## config.mk

```make
export PLATFORM = sky130hd
export DESIGN_NAME = scda_regs
export DESIGN_NICKNAME = d
export VERILOG_FILES = /design/src/rtl/scda_pkg.sv /design/src/rtl/scda_crc_walk.sv /design/src/rtl/scda_regs.sv
export VERILOG_INCLUDE_DIRS = /design/src /design/src/rtl
export SDC_FILE = /design/constraint.sdc
export NUM_CORES = 1
export LEC_CHECK = 0
export BUFFER_PORTS_ARGS = -buffer_cell sky130_fd_sc_hd__buf_2
export CORE_ASPECT_RATIO = 1.75
export CORE_MARGIN = 5
export CORE_UTILIZATION = 60
export CTS_CLUSTER_SIZE = 16
export DETAILED_ROUTE_END_ITERATION = 10
export HOLD_SLACK_MARGIN = 0.05
export PLACE_DENSITY = 0.86
export SYNTH_ARGS = -nofsm -noshare
export SYNTH_HDL_FRONTEND = slang
export SYNTH_SLANG_ARGS = --single-unit
```

## constraint.sdc

```tcl
create_clock -name ref_clk_i -period 6.4 [get_ports ref_clk_i]
set_clock_uncertainty 0.1 [all_clocks]
set_input_delay 0.64 -clock ref_clk_i [delete_from_list [all_inputs] [get_ports ref_clk_i]]
set_output_delay 0.64 -clock ref_clk_i [all_outputs]
set_load 0.005 [all_outputs]
```

## src/rtl/scda_defs.svh

```systemverilog
// Behaviour
// - Storage splits into a factory one-time-programmable block and writable registers.
// - Separate CRC checks run over the factory block and the writable block.
// - A lock stops changes to the writable block once normal operation starts.
// - Traceability bits 12..0 hold the serial, bits 31..13 hold the lot.
// - Traceability value sits in four consecutive read-only bytes at the map bottom.
// - Serials and lots count up from 1; not every value is used.
// - The four traceability bytes are covered by the factory block CRC.
// - Traceability bytes steer no device function; identification and CRC only.
// - Writes of reset bits 00, 11, 01 in a row reset the logic.
// - Device configuration is writable only until the init-complete lock is set.
`ifndef SCDA_DEFS_SVH
`define SCDA_DEFS_SVH

// ------------------------------------------------------------
// Register map
// ------------------------------------------------------------
`define SCDA_ADDR_W           6
`define SCDA_ADDR_SERIAL0     6'h00
`define SCDA_ADDR_SERIAL1     6'h01
`define SCDA_ADDR_SERIAL2     6'h02
`define SCDA_ADDR_SERIAL3     6'h03
`define SCDA_ADDR_SELFTEST    6'h04
`define SCDA_ADDR_RSVD05      6'h05
`define SCDA_ADDR_FACTORY     6'h06
`define SCDA_ADDR_RANGE       6'h08
`define SCDA_ADDR_CONTROL     6'h0A
`define SCDA_ADDR_CONFIG      6'h0B
`define SCDA_ADDR_AXIS        6'h0C
`define SCDA_ADDR_ARMING      6'h0E
`define SCDA_ADDR_THR_POS     6'h10
`define SCDA_ADDR_THR_NEG     6'h12
`define SCDA_ADDR_DEVSTATE    6'h14
`define SCDA_ADDR_TALLY       6'h15
`define SCDA_ADDR_OFFSET      6'h16
`define SCDA_ADDR_RSVD1C      6'h1C
`define SCDA_ADDR_RSVD1D      6'h1D

// ------------------------------------------------------------
// Field positions
// ------------------------------------------------------------
`define SCDA_CTL_RESET_HI     7
`define SCDA_CTL_RESET_LO     6
`define SCDA_CTL_PHASE_HI     5
`define SCDA_CTL_PHASE_LO     4
`define SCDA_CTL_OFFCFG_EN    3
`define SCDA_CTL_RSVD_HI      2
`define SCDA_CFG_LOCK         5
`define SCDA_STAT_CRC_FAULT   6
`define SCDA_STAT_INIT        4
`define SCDA_STAT_MISO_ERR    3
`define SCDA_STAT_OFFSET      1
`define SCDA_STAT_RESET_SEEN  0
`define SCDA_SERIAL_HI        12
`define SCDA_LOT_LO           13

// ------------------------------------------------------------
// Values
// ------------------------------------------------------------
`define SCDA_RESET_CODE_1     2'h0
`define SCDA_RESET_CODE_2     2'h3
`define SCDA_RESET_CODE_3     2'h1
`define SCDA_PHASE_NORMAL     2'h3
`define SCDA_BYTE_ZERO        8'h00
`define SCDA_CRC_POLY         8'h07
`define SCDA_CRC_INIT         8'hFF
`define SCDA_OTP_BYTES        7
`define SCDA_WR_BYTES         5

`endif

```

## src/rtl/scda_pkg.sv

```systemverilog
package scda_pkg;

  // ------------------------------------------------------------
  // Reset sequence tracker
  // ------------------------------------------------------------
  typedef enum logic [1:0] {
    SCDA_SEQ_IDLE  = 2'b00,
    SCDA_SEQ_GOT1  = 2'b01,
    SCDA_SEQ_GOT2  = 2'b10
  } scda_seq_t;

  // ------------------------------------------------------------
  // CRC walker state
  // ------------------------------------------------------------
  typedef struct packed {
    logic [3:0] idx;
    logic [7:0] acc;
    logic [7:0] result;
    logic       done;
    logic       fault;
  } scda_crc_state_t;

  // ------------------------------------------------------------
  // Register bank state
  // ------------------------------------------------------------
  typedef struct packed {
    logic        loaded;
    logic [31:0] trace;
    logic [7:0]  selftest;
    logic [7:0]  factory_cfg;
    logic [7:0]  range_code;
    logic [7:0]  otp_crc;
    logic [1:0]  oc_phase;
    logic        offcfg_en;
    logic [2:0]  ctl_rsvd;
    logic [7:0]  dev_cfg;
    logic [7:0]  axis_cfg;
    logic [7:0]  arm_cfg;
    logic [7:0]  thr_pos;
    logic [7:0]  thr_neg;
    scda_seq_t   seq;
    logic        reset_seen;
    logic        soft_rst;
    logic [7:0]  wcrc_ref;
    logic        wcrc_armed;
    logic        rsp_valid;
    logic        rsp_invalid;
    logic [7:0]  rsp_data;
  } scda_state_t;

endpackage

```

## src/rtl/scda_crc_walk.sv

```systemverilog
`timescale 1ns/100ps
`include "scda_defs.svh"

// Walks a byte vector one byte per cycle, forever, and compares each
// finished CRC with the expected value while checking is enabled.
module scda_crc_walk #(
  parameter int BYTES = 7
) (
  // Clock and control
  input  wire logic               ref_clk_i,
  input  wire logic               sys_rst_i,
  input  wire logic               ce_i,
  input  wire logic               restart_i,
  // Data under check
  input  wire logic [BYTES*8-1:0] data_i,
  input  wire logic [7:0]         expect_i,
  input  wire logic               check_en_i,
  // Results
  output logic [7:0]              result_o,
  output logic                    done_o,
  output logic                    fault_o
);

  // ------------------------------------------------------------
  // Byte step of the CRC
  // ------------------------------------------------------------
  function automatic logic [7:0] crc_byte(input logic [7:0] crc, input logic [7:0] d);
    logic [7:0] c;
    c = crc ^ d;
    for (int b = 0; b < 8; b++) begin
      c = c[7] ? ((c << 1) ^ `SCDA_CRC_POLY) : (c << 1);
    end
    return c;
  endfunction

  scda_pkg::scda_crc_state_t st;
  scda_pkg::scda_crc_state_t next_st;
  logic [7:0]                byte_sel;
  logic [7:0]                acc_new;

  always_comb begin
    next_st  = st;
    byte_sel = data_i[st.idx*8 +: 8];
    acc_new  = crc_byte(st.acc, byte_sel);
    next_st.done = 1'b0;
    if (restart_i) begin
      next_st.idx   = '0;
      next_st.acc   = `SCDA_CRC_INIT;
      next_st.fault = 1'b0;
    end else if (st.idx == 4'(BYTES - 1)) begin
      next_st.idx    = '0;
      next_st.acc    = `SCDA_CRC_INIT;
      next_st.result = acc_new;
      next_st.done   = 1'b1;
      if (check_en_i && acc_new != expect_i) begin
        next_st.fault = 1'b1;
      end
    end else begin
      next_st.idx = st.idx + 4'h1;
      next_st.acc = acc_new;
    end
  end

  always_ff @(posedge ref_clk_i) begin
    if (sys_rst_i) begin
      st.idx    <= 4'h0;
      st.acc    <= `SCDA_CRC_INIT;
      st.result <= 8'h00;
      st.done   <= 1'b0;
      st.fault  <= 1'b0;
    end else if (ce_i) begin
      st <= next_st;
    end
  end

  assign result_o = st.result;
  assign done_o   = st.done;
  assign fault_o  = st.fault;

endmodule

```

## src/rtl/scda_regs.sv

```systemverilog
`timescale 1ns/100ps
`include "scda_defs.svh"

// Customer data array: factory shadow block, writable configuration
// block with lock, status readback and the soft reset sequencer.
module scda_regs (
  // Clock and reset
  input  wire logic                    ref_clk_i,
  input  wire logic                    sys_rst_i,
  input  wire logic                    ce_i,
  // Register command port
  input  wire logic                    cmd_valid_i,
  input  wire logic                    cmd_write_i,
  input  wire logic [`SCDA_ADDR_W-1:0] cmd_addr_i,
  input  wire logic [7:0]              cmd_wdata_i,
  // Register answer
  output logic                         rsp_valid_o,
  output logic                         rsp_invalid_o,
  output logic [7:0]                   rsp_data_o,
  // Factory block contents
  input  wire logic [31:0]             otp_trace_i,
  input  wire logic [7:0]              otp_selftest_i,
  input  wire logic [7:0]              otp_factory_i,
  input  wire logic [7:0]              otp_range_i,
  input  wire logic [7:0]              otp_crc_i,
  // Status from the sensor core
  input  wire logic [7:0]              sample_tally_i,
  input  wire logic [7:0]              offset_correction_i,
  input  wire logic                    offset_flag_i,
  input  wire logic                    miso_err_i,
  // Configuration to the sensor core
  output logic [7:0]                   device_config_o,
  output logic [7:0]                   axis_config_o,
  output logic [7:0]                   arming_config_o,
  output logic [7:0]                   arming_threshold_pos_o,
  output logic [7:0]                   arming_threshold_neg_o,
  output logic [1:0]                   oc_phase_o,
  output logic                         offcfg_en_o,
  output logic                         init_complete_lock_o,
  // Identification and faults
  output logic [12:0]                  trace_serial_o,
  output logic [18:0]                  trace_lot_o,
  output logic                         otp_crc_fault_o,
  output logic                         reg_crc_fault_o,
  output logic                         soft_reset_o
);

  scda_pkg::scda_state_t st;
  scda_pkg::scda_state_t next_st;

  // ------------------------------------------------------------
  // CRC checkers, one per block
  // ------------------------------------------------------------
  logic [`SCDA_OTP_BYTES*8-1:0] otp_vec;
  logic [`SCDA_WR_BYTES*8-1:0]  wr_vec;
  logic [7:0]                   wcrc_result;
  logic                         wcrc_done;
  logic                         restart;
  logic                         wr_restart;

  assign restart = st.soft_rst || !st.loaded;
  assign otp_vec = {st.range_code, st.factory_cfg, st.selftest, st.trace};
  assign wr_vec  = {st.thr_neg, st.thr_pos, st.arm_cfg, st.axis_cfg, st.dev_cfg};

  scda_crc_walk #(
    .BYTES (`SCDA_OTP_BYTES)
  ) u_otp_crc (
    .ref_clk_i  (ref_clk_i),
    .sys_rst_i  (sys_rst_i),
    .ce_i       (ce_i),
    .restart_i  (restart),
    .data_i     (otp_vec),
    .expect_i   (st.otp_crc),
    .check_en_i (st.loaded),
    .result_o   (),
    .done_o     (),
    .fault_o    (otp_crc_fault_o)
  );

  scda_crc_walk #(
    .BYTES (`SCDA_WR_BYTES)
  ) u_wr_crc (
    .ref_clk_i  (ref_clk_i),
    .sys_rst_i  (sys_rst_i),
    .ce_i       (ce_i),
    .restart_i  (wr_restart),
    .data_i     (wr_vec),
    .expect_i   (st.wcrc_ref),
    .check_en_i (st.wcrc_armed),
    .result_o   (wcrc_result),
    .done_o     (wcrc_done),
    .fault_o    (reg_crc_fault_o)
  );

  // ------------------------------------------------------------
  // Read decode
  // ------------------------------------------------------------
  logic locked;
  logic [7:0] ctl_view;
  logic [7:0] stat_view;

  assign locked   = st.dev_cfg[`SCDA_CFG_LOCK];
  // Lock rise restarts the pass so the reference never mixes pre-lock bytes
  assign wr_restart = restart || (next_st.dev_cfg[`SCDA_CFG_LOCK] && !locked);
  assign ctl_view = {2'b00, st.oc_phase, st.offcfg_en, st.ctl_rsvd};
  always_comb begin
    stat_view = `SCDA_BYTE_ZERO;
    stat_view[`SCDA_STAT_CRC_FAULT]  = otp_crc_fault_o || reg_crc_fault_o;
    stat_view[`SCDA_STAT_INIT]       = !locked;
    stat_view[`SCDA_STAT_MISO_ERR]   = miso_err_i;
    stat_view[`SCDA_STAT_OFFSET]     = offset_flag_i;
    stat_view[`SCDA_STAT_RESET_SEEN] = st.reset_seen;
  end

  // Returns {mapped, value}; reserved locations are mapped and read zero
  function automatic logic [8:0] reg_read(input logic [`SCDA_ADDR_W-1:0] a);
    unique case (a)
      `SCDA_ADDR_SERIAL0:  return {1'b1, st.trace[7:0]};
      `SCDA_ADDR_SERIAL1:  return {1'b1, st.trace[15:8]};
      `SCDA_ADDR_SERIAL2:  return {1'b1, st.trace[23:16]};
      `SCDA_ADDR_SERIAL3:  return {1'b1, st.trace[31:24]};
      `SCDA_ADDR_SELFTEST: return {1'b1, st.selftest};
      `SCDA_ADDR_RSVD05:   return {1'b1, `SCDA_BYTE_ZERO};
      `SCDA_ADDR_FACTORY:  return {1'b1, st.factory_cfg};
      `SCDA_ADDR_RANGE:    return {1'b1, st.range_code};
      `SCDA_ADDR_CONTROL:  return {1'b1, ctl_view};
      `SCDA_ADDR_CONFIG:   return {1'b1, st.dev_cfg};
      `SCDA_ADDR_AXIS:     return {1'b1, st.axis_cfg};
      `SCDA_ADDR_ARMING:   return {1'b1, st.arm_cfg};
      `SCDA_ADDR_THR_POS:  return {1'b1, st.thr_pos};
      `SCDA_ADDR_THR_NEG:  return {1'b1, st.thr_neg};
      `SCDA_ADDR_DEVSTATE: return {1'b1, stat_view};
      `SCDA_ADDR_TALLY:    return {1'b1, sample_tally_i};
      `SCDA_ADDR_OFFSET:   return {1'b1, offset_correction_i};
      `SCDA_ADDR_RSVD1C:   return {1'b1, `SCDA_BYTE_ZERO};
      `SCDA_ADDR_RSVD1D:   return {1'b1, `SCDA_BYTE_ZERO};
      default:             return {1'b0, `SCDA_BYTE_ZERO};
    endcase
  endfunction

  // ------------------------------------------------------------
  // Next state
  // ------------------------------------------------------------
  logic [8:0] rd;
  logic [1:0] res_code;
  logic       is_ctl;

  always_comb begin
    next_st  = st;
    rd       = reg_read(cmd_addr_i);
    res_code = {cmd_wdata_i[`SCDA_CTL_RESET_HI], cmd_wdata_i[`SCDA_CTL_RESET_LO]};
    is_ctl   = cmd_addr_i == `SCDA_ADDR_CONTROL;
    next_st.rsp_valid = 1'b0;
    next_st.soft_rst  = 1'b0;

    // Factory block is copied into the shadow once after each reset
    if (!st.loaded) begin
      next_st.loaded     = 1'b1;
      next_st.trace      = otp_trace_i;
      next_st.selftest   = otp_selftest_i;
      next_st.factory_cfg = otp_factory_i;
      next_st.range_code = otp_range_i;
      next_st.otp_crc    = otp_crc_i;
    end

    // Reference CRC of the writable block is taken once it is locked
    if (locked && !st.wcrc_armed && wcrc_done) begin
      next_st.wcrc_ref   = wcrc_result;
      next_st.wcrc_armed = 1'b1;
    end

    if (cmd_valid_i) begin
      next_st.rsp_valid   = 1'b1;
      next_st.rsp_invalid = !rd[8];
      next_st.rsp_data    = rd[7:0];

      // Any command that is not the awaited step ends the sequence
      next_st.seq = scda_pkg::SCDA_SEQ_IDLE;
      if (cmd_write_i && is_ctl) begin
        unique case (st.seq)
          scda_pkg::SCDA_SEQ_GOT1: begin
            if (res_code == `SCDA_RESET_CODE_2) begin
              next_st.seq = scda_pkg::SCDA_SEQ_GOT2;
            end
          end
          scda_pkg::SCDA_SEQ_GOT2: begin
            if (res_code == `SCDA_RESET_CODE_3) begin
              next_st.soft_rst = 1'b1;
            end
          end
          default: begin
          end
        endcase
        if (res_code == `SCDA_RESET_CODE_1) begin
          next_st.seq = scda_pkg::SCDA_SEQ_GOT1;
        end
      end

      if (cmd_write_i && rd[8] && !locked) begin
        unique case (cmd_addr_i)
          `SCDA_ADDR_CONTROL: begin
            next_st.offcfg_en = cmd_wdata_i[`SCDA_CTL_OFFCFG_EN];
            next_st.ctl_rsvd  = cmd_wdata_i[`SCDA_CTL_RSVD_HI:0];
            if (cmd_wdata_i[`SCDA_CTL_OFFCFG_EN]) begin
              next_st.oc_phase = cmd_wdata_i[`SCDA_CTL_PHASE_HI:`SCDA_CTL_PHASE_LO];
            end
          end
          `SCDA_ADDR_CONFIG:  next_st.dev_cfg  = cmd_wdata_i;
          `SCDA_ADDR_AXIS:    next_st.axis_cfg = cmd_wdata_i;
          `SCDA_ADDR_ARMING:  next_st.arm_cfg  = cmd_wdata_i;
          `SCDA_ADDR_THR_POS: next_st.thr_pos  = cmd_wdata_i;
          `SCDA_ADDR_THR_NEG: next_st.thr_neg  = cmd_wdata_i;
          default: begin
          end
        endcase
      end

      // Reading the state register acknowledges the reset indication
      if (!cmd_write_i && cmd_addr_i == `SCDA_ADDR_DEVSTATE) begin
        next_st.reset_seen = 1'b0;
      end
    end

    // Completed sequence returns the bank to its reset values
    if (next_st.soft_rst) begin
      next_st.loaded     = 1'b0;
      next_st.oc_phase   = 2'h0;
      next_st.offcfg_en  = 1'b0;
      next_st.ctl_rsvd   = 3'h0;
      next_st.dev_cfg    = `SCDA_BYTE_ZERO;
      next_st.axis_cfg   = `SCDA_BYTE_ZERO;
      next_st.arm_cfg    = `SCDA_BYTE_ZERO;
      next_st.thr_pos    = `SCDA_BYTE_ZERO;
      next_st.thr_neg    = `SCDA_BYTE_ZERO;
      next_st.wcrc_armed = 1'b0;
      next_st.reset_seen = 1'b1;
    end
  end

  // ------------------------------------------------------------
  // State register
  // ------------------------------------------------------------
  always_ff @(posedge ref_clk_i) begin
    if (sys_rst_i) begin
      st            <= '0;
      st.seq        <= scda_pkg::SCDA_SEQ_IDLE;
      st.reset_seen <= 1'b1;
    end else if (ce_i) begin
      st <= next_st;
    end
  end

  // ------------------------------------------------------------
  // Outputs
  // ------------------------------------------------------------
  assign rsp_valid_o            = st.rsp_valid;
  assign rsp_invalid_o          = st.rsp_invalid;
  assign rsp_data_o             = st.rsp_data;
  assign device_config_o        = st.dev_cfg;
  assign axis_config_o          = st.axis_cfg;
  assign arming_config_o        = st.arm_cfg;
  assign arming_threshold_pos_o = st.thr_pos;
  assign arming_threshold_neg_o = st.thr_neg;
  assign init_complete_lock_o   = locked;
  // Once locked the phase runs normal regardless of stored bits
  assign oc_phase_o             = locked ? `SCDA_PHASE_NORMAL : st.oc_phase;
  assign offcfg_en_o            = st.offcfg_en && !locked;
  // Identification only; drives nothing inside the bank
  assign trace_serial_o         = st.trace[`SCDA_SERIAL_HI:0];
  assign trace_lot_o            = st.trace[31:`SCDA_LOT_LO];
  assign soft_reset_o           = st.soft_rst;

endmodule

```

==> results.yml, run 1 <==
timing:
  slew_viol_final: 0
  tightest_slew_ps: 1020
  fin_crit_sh_pct: 56.2
  timing.setup.tns_ps: 0
  finalCriticalPeriod_ps: 3600
  final-hold-violation-count: 0
  setup_viols_final: 0
  rsz0062_at_grt: "no"
  headroom_to_the_max_slew_limit_pct: 32.0
  max_freq_mhz: 278
critical_path:
  required_ps: 6610
  worstRegToRegCells: 7
  cp.arrival_ps: 3810
  timing.critical_path.from_type: "register"
  crit_type: "reg2reg"
  rr_startpoint: "u_otp_crc.st[18]"
  setup.worst_path.end_class: "register"
  critical_path.max_fanout: 20
  worst_r2r_endpoint: "u_otp_crc.fault_o"
  reg2reg_slack_ps: 2800
floorplan:
  dieWidth_um: 104
  fp.dieH_um: 174
  initial_utilization_pct: 60.6
  core-area_um2: 15200
  design.portCount: 190
  placement_rows: 60
  floorplan.die_area_um2: 18100
place:
  dpl.hpwl_um: 22100
  routability_congestion_estimate: 0.977
  numPortBuffers: 189
  placement.cell_area_um2: 9620
power:
  power_per_cell_area_nw_per_um2: 256
  p_leak_nw: 4.04
  power_mw: 2.62
  worst_ir_drop_vdd_uv: 230
finish:
  syn2layout_area_growth_pct: 10.6
  stdcell_area_um2: 10200
  post_route_cells_drive_above_1_share_pct: 20.7
  antennaDiodeCount: 0
  final_core_utilization_pct: 67.0
  finish.net_count: 1317
logic_synthesis:
  syn-cell-area_um2: 9240
  post_synth_edffs: 0
  synth_top_cells_by_area: "dfxtp_1, nand2_1, mux2i_1"
  synth_largest_area_cell: "dfxtp_1"
  synth_top_flop_cell: "dfxtp_1"
  ys_ff_latch: 169
  synthesis.area_per_instance_um2: 8.09
  asyncSetResetFlopFracSynth_pct: 0
  synth_cell_types: 65
  synth_nets: 1247
  synth-warning-count: 0
  synth_top_area_share_pct: 36.6
  synth.yosys.seq_area_share_pct: 36.6
  syn_inst: 1142
clock_network:
  cts.clk_slew.worst_paths_ps: 70
  cts_buffers: 17
  clk_latency_ps: 430
  holdBufCountCts: 0
  post_cts.resized_instances: 0
  tritoncts_num_sinks: 169
  htreeDepth: 4
  max-clock-path-buffers: 2
  clockRootBuffer: "clkbuf_16"
  cts_setup_buffers: 0
  cts_tree: "yes"
drt:
  route.vias.total: 8762
  wl_per_cell_um: 21.1
  detail_route.first_pass.iterations: 6
  via_per_inst: 6.21
  drtAntennaViolNets: 0
  finalWirelength_um: 29800
  drtIter0Drc: 840
  drc: 0
hold_path:
  timing.hold.worst.start: "otp_crc_i[0]"
  hold_depth: 3
  hold_path.class: "in2reg"
  endpoint_worst_hold: "st[69]"
global_routing:
  grt_pass1_vias: 8609
  globalRouteOverflowTotal: 0
  grt_max_degree: 81
  grtUsageTotal_pct: 32.2
  grt_pass1_wl_um: 46700
  antenna_violations_before_repair: 1
outcome:
  status: "completed"
flow_run:
  drv.max_cap_violation_count: 0
-- how the worst max path moves through the flow --
stage / from / to / slack, ps / cells after the start
5_1_grt: u_otp_crc.st[18] / u_otp_crc.st[12] / 2670 / 8
4_1_cts: u_otp_crc.st[18] / u_otp_crc.st[12] / 2810 / 8
6_report: u_otp_crc.st[18] / u_otp_crc.fault_o / 2800 / 7
3_5_place_dp: cmd_addr_i[5] / arming_threshold_pos_o[6] / 2560 / 9
3_3_place_gp: cmd_addr_i[5] / arming_threshold_pos_o[2] / 2680 / 9
2_1_floorplan: cmd_addr_i[4] / arming_threshold_pos_o[0] / 2990 / 12
-- sequential cells by signal (all words and copies together) (netlist names), 6 cells and up --
name,count
arming_config_o,8
arming_threshold_neg_o,8
arming_threshold_pos_o,8
axis_config_o,8
ctl_view,6
device_config_o,8
otp_vec,24
rsp_data_o,8
st,21
trace_lot_o,19
trace_serial_o,13
u_otp_crc.st,12
u_wr_crc.result_o,8
u_wr_crc.st,12
-- report_power, final --
part	switching [mW]	leakage (nW)	total [mW]	internal (mW)
clock network	0.464	0.287	1.05	0.588
registers	0.0482	1.38	1.14	1.09
logic	0.242	2.38	0.422	0.180
total	0.754	4.04	2.62	1.86
-- layout make-up --
class,instances,area (um2)
Tap cell,186,233
Timing Repair Buffer,198,1020
Sequential cell,169,3380
Multi-Input combinational cell,802,4900
Clock buffer,19,433
Fill cell,1299,5030
Inverter,24,90.1
Clock inverter,13,160
-- cell families after synthesis --
| group | synth area share, % |
|---|---|
| AO/OA/AOI/OAI | 17.0 |
| XOR/XNOR | 6.76 |
| adder cells (fa/ha/maj) | 0.542 |
| buffers and inverters | 10.6 |
| flip-flops | 36.6 |
| multiplexers | 8.64 |
| AND/OR/NAND/NOR | 19.9 |
-- routing by layer --
| layer | GRT usage (%) | up-vias | wire length (um) | part of all wire (%) |
|---|---|---|---|---|
| met5 | 0 | - | 0 | 0 |
| met4 | 23.2 | 0 | 2420 | 8.1 |
| met3 | 7.84 | 161 | 2860 | 9.6 |
| met2 | 53.6 | 564 | 14200 | 48 |
| met1 | 35.3 | 4025 | 10300 | 35 |
| li1 | - | 4012 | - | - |
-- cell usage in the layout, fill, tap and decap left out, types with 10 or more instances in the layout --
cell	synthesis	layout
nand2_1	199	199
buf_2	5	188
dfxtp_1	169	169
a21oi_1	119	119
nor2_1	107	106
mux2i_1	64	64
xnor2_1	38	38
a22oi_1	35	35
inv_1	24	24
o21ai_0	23	23
xor2_1	23	23
clkbuf_16	0	17
nand3_1	14	14
nor3_1	14	14
and3_1	13	13
nand2b_1	13	12
nand4_1	12	12
a221oi_1	10	10
buf_4	81	10
-- critical path, cell delays in order (launching register included) --
cell      delay, ps
dfxtp_1         860
mux4_2          580
o211ai_1        360
xor2_1          510
xnor3_1         590
xnor2_1         160
nor4_1          190
a31oi_1         110
-- cell usage after synthesis (5+ instances only) --
master,instances
nand4_1,12
nor4_1,5
o22ai_1,8
xnor2_1,38
nor2b_1,7
o21ai_0,23
nor3_1,14
and3_1,13
nand2b_1,13
buf_4,81
buf_2,5
a21oi_1,119
dfxtp_1,169
o221ai_1,8
a22oi_1,35
mux4_2,5
a221oi_1,10
nor2_1,107
inv_1,24
mux2i_1,64
a211oi_1,5
clkbuf_1,53
nand2_1,199
xor2_1,23
buf_1,5
nand3_1,14
-- per-stage QoR --
stage / cells / hold WS, ps / worst slack, ps
after floorplan: 1142 / 332 / 2990
after global placement: 1379 / 336 / 2680
after detailed placement: 1379 / 348 / 2560
after CTS: 1411 / 337 / 2810
after global routing: 1411 / 340 / 2670
final: 1411 / 341 / 2800
Power figures use the tool's default switching activity.
==> run 2: changes to the inputs <==
--- a/config.mk
+++ b/config.mk
@@ -6,14 +6,15 @@
 export SDC_FILE = /design/constraint.sdc
 export NUM_CORES = 1
 export LEC_CHECK = 0
+export ABC_AREA = 1
 export BUFFER_PORTS_ARGS = -buffer_cell sky130_fd_sc_hd__buf_2
 export CORE_ASPECT_RATIO = 1.75
 export CORE_MARGIN = 5
-export CORE_UTILIZATION = 60
+export CORE_UTILIZATION = 56
 export CTS_CLUSTER_SIZE = 16
 export DETAILED_ROUTE_END_ITERATION = 10
 export HOLD_SLACK_MARGIN = 0.05
-export PLACE_DENSITY = 0.86
+export PLACE_DENSITY = 0.81
 export SYNTH_ARGS = -nofsm -noshare
 export SYNTH_HDL_FRONTEND = slang
 export SYNTH_SLANG_ARGS = --single-unit
==> constraint.sdc (replaced) <==
create_clock -name ref_clk_i -period 3.5 [get_ports ref_clk_i]
set_clock_uncertainty 0.1 [all_clocks]
set_input_delay 0.35 -clock ref_clk_i [delete_from_list [all_inputs] [get_ports ref_clk_i]]
set_output_delay 0.35 -clock ref_clk_i [all_outputs]
set_load 0.005 [all_outputs]
==> run 2 against run 1 <==
Against the previous run:
- register-to-register slack got worse by 2200 ps
- final cell count up 30%
- wire length increased by 21%
- clock power grew 85%
- utilization decreased by 3.2 points
- sequential share of layout area is 2.6 points lower
- non-clock buffer count is 26 higher
- worst setup slack lost 2200 ps
- maximum frequency grew 23%
- critical path type unchanged
- critical endpoint unchanged
- highest routed layer unchanged
==> results.yml, run 2 <==
clock_network:
  tritoncts_num_sinks: 169
  cts_tree: "yes"
  clk_latency_ps: 440
  holdBufCountCts: 17
  clockRootBuffer: "clkbuf_16"
  post_cts.resized_instances: 0
  cts.clk_slew.worst_paths_ps: 80
  cts_buffers: 17
  max-clock-path-buffers: 2
  cts_setup_buffers: 0
  htreeDepth: 4
finish:
  layout_commonest_cell: "nand2_1"
  final-instance-count-excl-fill: 1828
  finish.net_count: 1688
  post_route_cells_drive_above_1_share_pct: 19.6
  largest_register_ff_count: 24
  syn2layout_area_growth_pct: 12.7
  layout_common_cells: "nand2_1, buf_2, dfxtp_1"
power:
  p_sw_share_pct: 32.9
  p_leak_nw: 5.18
  worst_ir_drop_vdd_uv: 431
  netSwitchingPower_mw: 1.65
  comb_power_share_pct: 19.5
  power.share.clock_pct: 38.7
  power_share_of_the_sequential_group_pct: 41.7
  cell_internal_pwr_mw: 3.36
  power_per_cell_area_nw_per_um2: 452
floorplan:
  core-area_um2: 17400
  placement_rows: 64
  design.portCount: 190
  initial_utilization_pct: 56.6
  floorplan.die_area_um2: 20400
  fp.dieH_um: 185
  dieWidth_um: 110
logic_synthesis:
  synthesis.area_per_instance_um2: 6.66
  synth_largest_area_cell: "dfxtp_1"
  synthTopCellsByCount: "nand2_1, dfxtp_1, inv_1"
  synth_cell_types: 49
  synth.most_common_cell: "nand2_1"
  syn_inst: 1476
  synth_top_flop_cell: "dfxtp_1"
  post_synth_edffs: 0
  syn-cell-area_um2: 9840
  synth_top_area_share_pct: 34.4
  synth_nets: 1581
  asyncSetResetFlopFracSynth_pct: 0
  synth-warning-count: 0
  ys_ff_latch: 169
  synth.yosys.seq_area_share_pct: 34.4
  synth_top_cells_by_area: "dfxtp_1, nand2_1, a21oi_1"
place:
  numPortBuffers: 189
  dpl.hpwl_um: 28000
  cell_count_after_placement: 1778
  routability_congestion_estimate: 1.06
outcome:
  status: "completed"
hold_path:
  hold_path.class: "in2reg"
timing:
  headroom_to_the_max_slew_limit_pct: 32.4
  timing.setup.tns_ps: 0
  fin_hold_ws_ps: 66.0
  tightest_slew_ps: 1010
  fin_crit_sh_pct: 83.4
  setup_viols_final: 0
  finalCriticalPeriod_ps: 2920
  final-hold-violation-count: 0
  max_freq_mhz: 343
  rsz0062_at_grt: "no"
  slew_viol_final: 0
critical_path:
  reg2reg_slack_ps: 580
  cp_top_family: "simple AND/OR/NAND/NOR gates"
  slowest_stage: "dfxtp_1"
  critical_path.most_common_cell: "nand2_1"
  cpPeakStageDelay_ps: 510
  cp.arrival_ps: 3140
  crit_type: "reg2reg"
  crit_path_cell_trace: "inv_2, nor2_4, nand2_1, nand2_1, nand2_1, nand2_1, nand2_1, nand2_1, inv_2, nand2_2, nand3_2, nand2_4, nand2_1, nand2_1, nand2_1, a21oi_1, nand3_1, nand2_1, a21oi_1"
  critical_path.max_fanout: 16
  timing.critical_path.buf_inv: 2
  timing.critical_path.from_type: "register"
  required_ps: 3730
  setup.worst_path.end_class: "register"
global_routing:
  antenna_violations_before_repair: 1
  globalRouteOverflowTotal: 0
  grtUsageTotal_pct: 36.2
  grt_max_degree: 120
  grt_pass1_wl_um: 55400
  grt_pass1_vias: 10000
drt:
  drtAntennaViolNets: 0
  drtIter0Drc: 877
  detail_route.first_pass.iterations: 6
  drc: 0
  finalWirelength_um: 36200
  via_per_inst: 5.72
  wl_per_cell_um: 19.8
  route.vias.total: 10500
flow_run:
  drv.max_cap_violation_count: 0
-- run 2: tightest hold or removal path: stages --
cell and delay, ps:
buf_2 100, o31ai_1 70, nand3_1 60
-- run 2: area by class of cell --
type	count	area, um2
diodes	1	2.50
clock buffers	17	425
clock inverters	15	178
fillers	1652	6290
inverters	176	669
multi-input cells	995	4890
flip-flops and latches	169	3380
well taps	231	289
repair buffers	224	1250
-- run 2: metal layers --
metal / up-vias / track usage (%) / routed length, um
li1: 4987 / - / -
met1: 4761 / 39.7 / 12800
met2: 549 / 61.7 / 17800
met3: 167 / 6.17 / 2440
met4: 0 / 26.3 / 3090
met5: - / 0 / 0
-- run 2: cell families (layout without fill, tap and decap cells) --
| group | Yosys count | in the layout | synth area share (%) |
|---|---|---|---|
| AO/OA/AOI/OAI | 355 | 355 | 20.4 |
| XOR/XNOR | 10 | 10 | 1.04 |
| adder cells (fa/ha/maj) | 4 | 4 | 0.509 |
| buffers and inverters | 312 | 432 | 15.9 |
| flip-flops | 169 | 169 | 34.4 |
| other | 0 | 1 | 0 |
| AND/OR/NAND/NOR | 626 | 626 | 27.8 |
-- run 2: worst paths after layout --
path,from,endpoint,cells after the start
worst max register to register,u_otp_crc.st[19],u_otp_crc.fault_o,19
worst min register to register,ctl_view[2],ctl_view[2],2
worst min-delay path,cmd_write_i,st[20],3
worst max-delay path,u_otp_crc.st[19],u_otp_crc.fault_o,19
-- run 2: power groups by stage --
stage	Sequential (mW)	Clock, mW	Combinational, mW
2_1_floorplan	2.09	0	0.708
3_3_place_gp	2.13	0	0.929
3_5_place_dp	2.13	0	0.944
4_1_cts	2.09	1.96	0.965
5_1_grt	2.09	2.04	1.10
6_report	2.09	1.94	0.979
-- run 2: metrics by stage --
| stage | setup WS [ps] | utilization [%] | total power [mW] | instance area, um2 |
|---|---|---|---|---|
| after global placement | 664 | 59.4 | 3.06 | 10300 |
| after floorplan | 1410 | - | 2.80 | 9840 |
| after global routing | 281 | 63.8 | 5.23 | 11100 |
| after CTS | 602 | 63.8 | 5.01 | 11100 |
| after detailed placement | 611 | 59.4 | 3.07 | 10300 |
| final | 583 | 63.8 | 5.01 | 11100 |
==> run 3: changes to the inputs <==
==> constraint.sdc (replaced) <==
create_clock -name ref_clk_i -period 2.7 [get_ports ref_clk_i]
set_clock_uncertainty 0.1 [all_clocks]
set_input_delay 0.27 -clock ref_clk_i [delete_from_list [all_inputs] [get_ports ref_clk_i]]
set_output_delay 0.27 -clock ref_clk_i [all_outputs]
set_load 0.005 [all_outputs]
==> run 3 against run 2 <==
Against the previous run:
- largest power group unchanged
- global-route usage grew 1.5 points
- sequential cell count unchanged
- wire length is 5.4% higher
- register-to-register slack lost 350 ps
- maximum frequency up 18%
- clock-buffer cell count is the same
- die area did not move
- sequential share of layout area fell by 1.7 points
- clock power is 30% higher
- worst setup slack lost 350 ps
- final area rose by 6.1%
==> results.yml, run 3 (synthesis gave the netlist of run 2 again) <==
flow_run:
  drv.max_cap_violation_count: 0
critical_path:
  setup.worst_path.end_class: "register"
  cp.arrival_ps: 2680
  timing.critical_path.from_type: "register"
  worstRegToRegCells: 19
  rr_startpoint: "trace_serial_o[7]"
  worst_r2r_endpoint: "u_otp_crc.fault_o"
  required_ps: 2910
  crit_path_cell_trace: "inv_1, nand2_1, nand3_1, nand2_1, nand2_1, nand2_1, nand2_1, nand2_1, inv_2, nand2_2, nand3_2, nand2_4, nand2_1, nand2_1, nand2_1, a21oi_1, nand3_1, nand2_1, a21oi_1"
  reg2reg_slack_ps: 230
  cp_top_family: "simple AND/OR/NAND/NOR gates"
  timing.critical_path.buf_inv: 2
  critical_path.most_common_cell: "nand2_1"
  worst-path-stages: 19
  cp-startpoint: "trace_serial_o[7]"
  critical_path.endpoint: "u_otp_crc.fault_o"
  slowest_stage: "dfxtp_1"
  critical_path.max_fanout: 6
  cpPeakStageDelay_ps: 440
  crit_type: "reg2reg"
clock_network:
  cts_tree: "yes"
  htreeDepth: 4
  cts.clk_slew.worst_paths_ps: 70
  cts_buffers: 17
  cts_setup_buffers: 0
  max-clock-path-buffers: 2
  clockRootBuffer: "clkbuf_16"
  clk_latency_ps: 450
  tritoncts_num_sinks: 169
place:
  cell_count_after_placement: 1809
  placement.cell_area_um2: 10600
  numPortBuffers: 189
  routability_congestion_estimate: 0.998
  dpl.hpwl_um: 28800
global_routing:
  antenna_violations_before_repair: 0
  grt_pass1_vias: 10700
  global_route.usage.met1_pct: 40.2
  gr_layer_usage_met2_pct: 65.2
  grt_max_degree: 120
  top_usage_layer: "met2"
  grtUsageMet3_pct: 7.08
  grt_pass1_wl_um: 57600
  grtUsageTotal_pct: 37.8
  globalRouteOverflowTotal: 0
timing:
  fin_crit_sh_pct: 91.5
  headroom_to_the_max_slew_limit_pct: 35.9
  setup_viols_final: 0
  max_freq_mhz: 405
  tightest_slew_ps: 957
  slew_viol_final: 0
  final-hold-violation-count: 0
  finalCriticalPeriod_ps: 2470
finish:
  finish.net_count: 1758
  stdcell_area_um2: 11800
  antennaDiodeCount: 0
  syn2layout_area_growth_pct: 19.7
  layout_commonest_cell: "nand2_1"
  layout_common_cells: "nand2_1, buf_2, dfxtp_1"
  post_route_cells_drive_above_1_share_pct: 21.1
  largest_register_ff_count: 24
  final-instance-count-excl-fill: 1897
drt:
  route.vias.total: 10900
  wl_per_cell_um: 20.1
  finalWirelength_um: 38100
  detail_route.first_pass.iterations: 6
  drc: 0
  via_per_inst: 5.76
  drtAntennaViolNets: 0
  drtIter0Drc: 916
floorplan:
  floorplan.die_area_um2: 20400
  initial_utilization_pct: 56.6
  fp.dieH_um: 185
  dieWidth_um: 110
  core-area_um2: 17400
  design.portCount: 190
  placement_rows: 64
power:
  worst_ir_drop_vdd_uv: 445
  power_per_cell_area_nw_per_um2: 562
  p_leak_nw: 5.53
  power_mw: 6.61
hold_path:
  hold_path.class: "in2reg"
outcome:
  status: "completed"
## run 3: cell count changes in the layout (fill, tap and decap cells not counted), sizes merged
cell and delta:
clkinvlp -1, dlygate4sd3 +39, diode -1, buf +31, clkinv +1
## run 3: layer usage
layer	vias to the layer above	wire length [um]
li1	5128	-
met1	4989	13400
met2	618	18900
met3	188	2690
met4	0	3150
met5	-	0
## run 3: worst min-delay path by stage
stage / start / end / slack (ps) / cells after the start
2_1_floorplan: cmd_write_i / st[20] / 300 / 2
3_5_place_dp: ctl_view[2] / ctl_view[2] / 340 / 2
4_1_cts: otp_factory_i[4] / otp_vec[44] / 50 / 3
6_report: otp_crc_i[2] / st[71] / 50 / 3
3_3_place_gp: ctl_view[2] / ctl_view[2] / 340 / 2
5_1_grt: otp_crc_i[2] / st[71] / 60 / 3
## run 3: cell type report
cell class	instances	area, um2
clock inverters	15	176
multi-input cells	995	4920
inverters	176	669
repair buffers	294	1900
well taps	231	289
clock buffers	17	425
flip-flops and latches	169	3390
fillers	1563	5610
## run 3: worst reg2reg max path, delay by kind of cell, from the launching register on
family	cells	cell delay, ps
simple gates	15	1350
buf+inv	2	250
flops	1	440
compound gates	2	210
## run 3: metrics by stage
stage / hold WS (ps) / utilization, % / worst slack, ps / TNS, ps
2_1_floorplan: 302 / - / 638 / 0
3_3_place_gp: 338 / 60.8 / 120 / 0
3_5_place_dp: 343 / 60.8 / 37.6 / 0
4_1_cts: 50.4 / 67.5 / 29.8 / 0
5_1_grt: 56.7 / 67.7 / -17.5 / -17.5
6_report: 48.1 / 67.7 / 229 / 0
## run 3: timing repair
| item | in CTS | in global routing |
|---|---|---|
| endpoints found under the hold margin | 56 | 0 |
| hold buffers | 56 | 0 |
| resized for setup | 0 | 10 |
| endpoints found under the setup margin | 0 | 5 |
## run 3: where the power goes
part | switching [mW] | internal [mW]
logic | 0.876 | 0.492
registers | 0.112 | 2.60
clock network | 1.20 | 1.32
total | 2.19 | 4.42
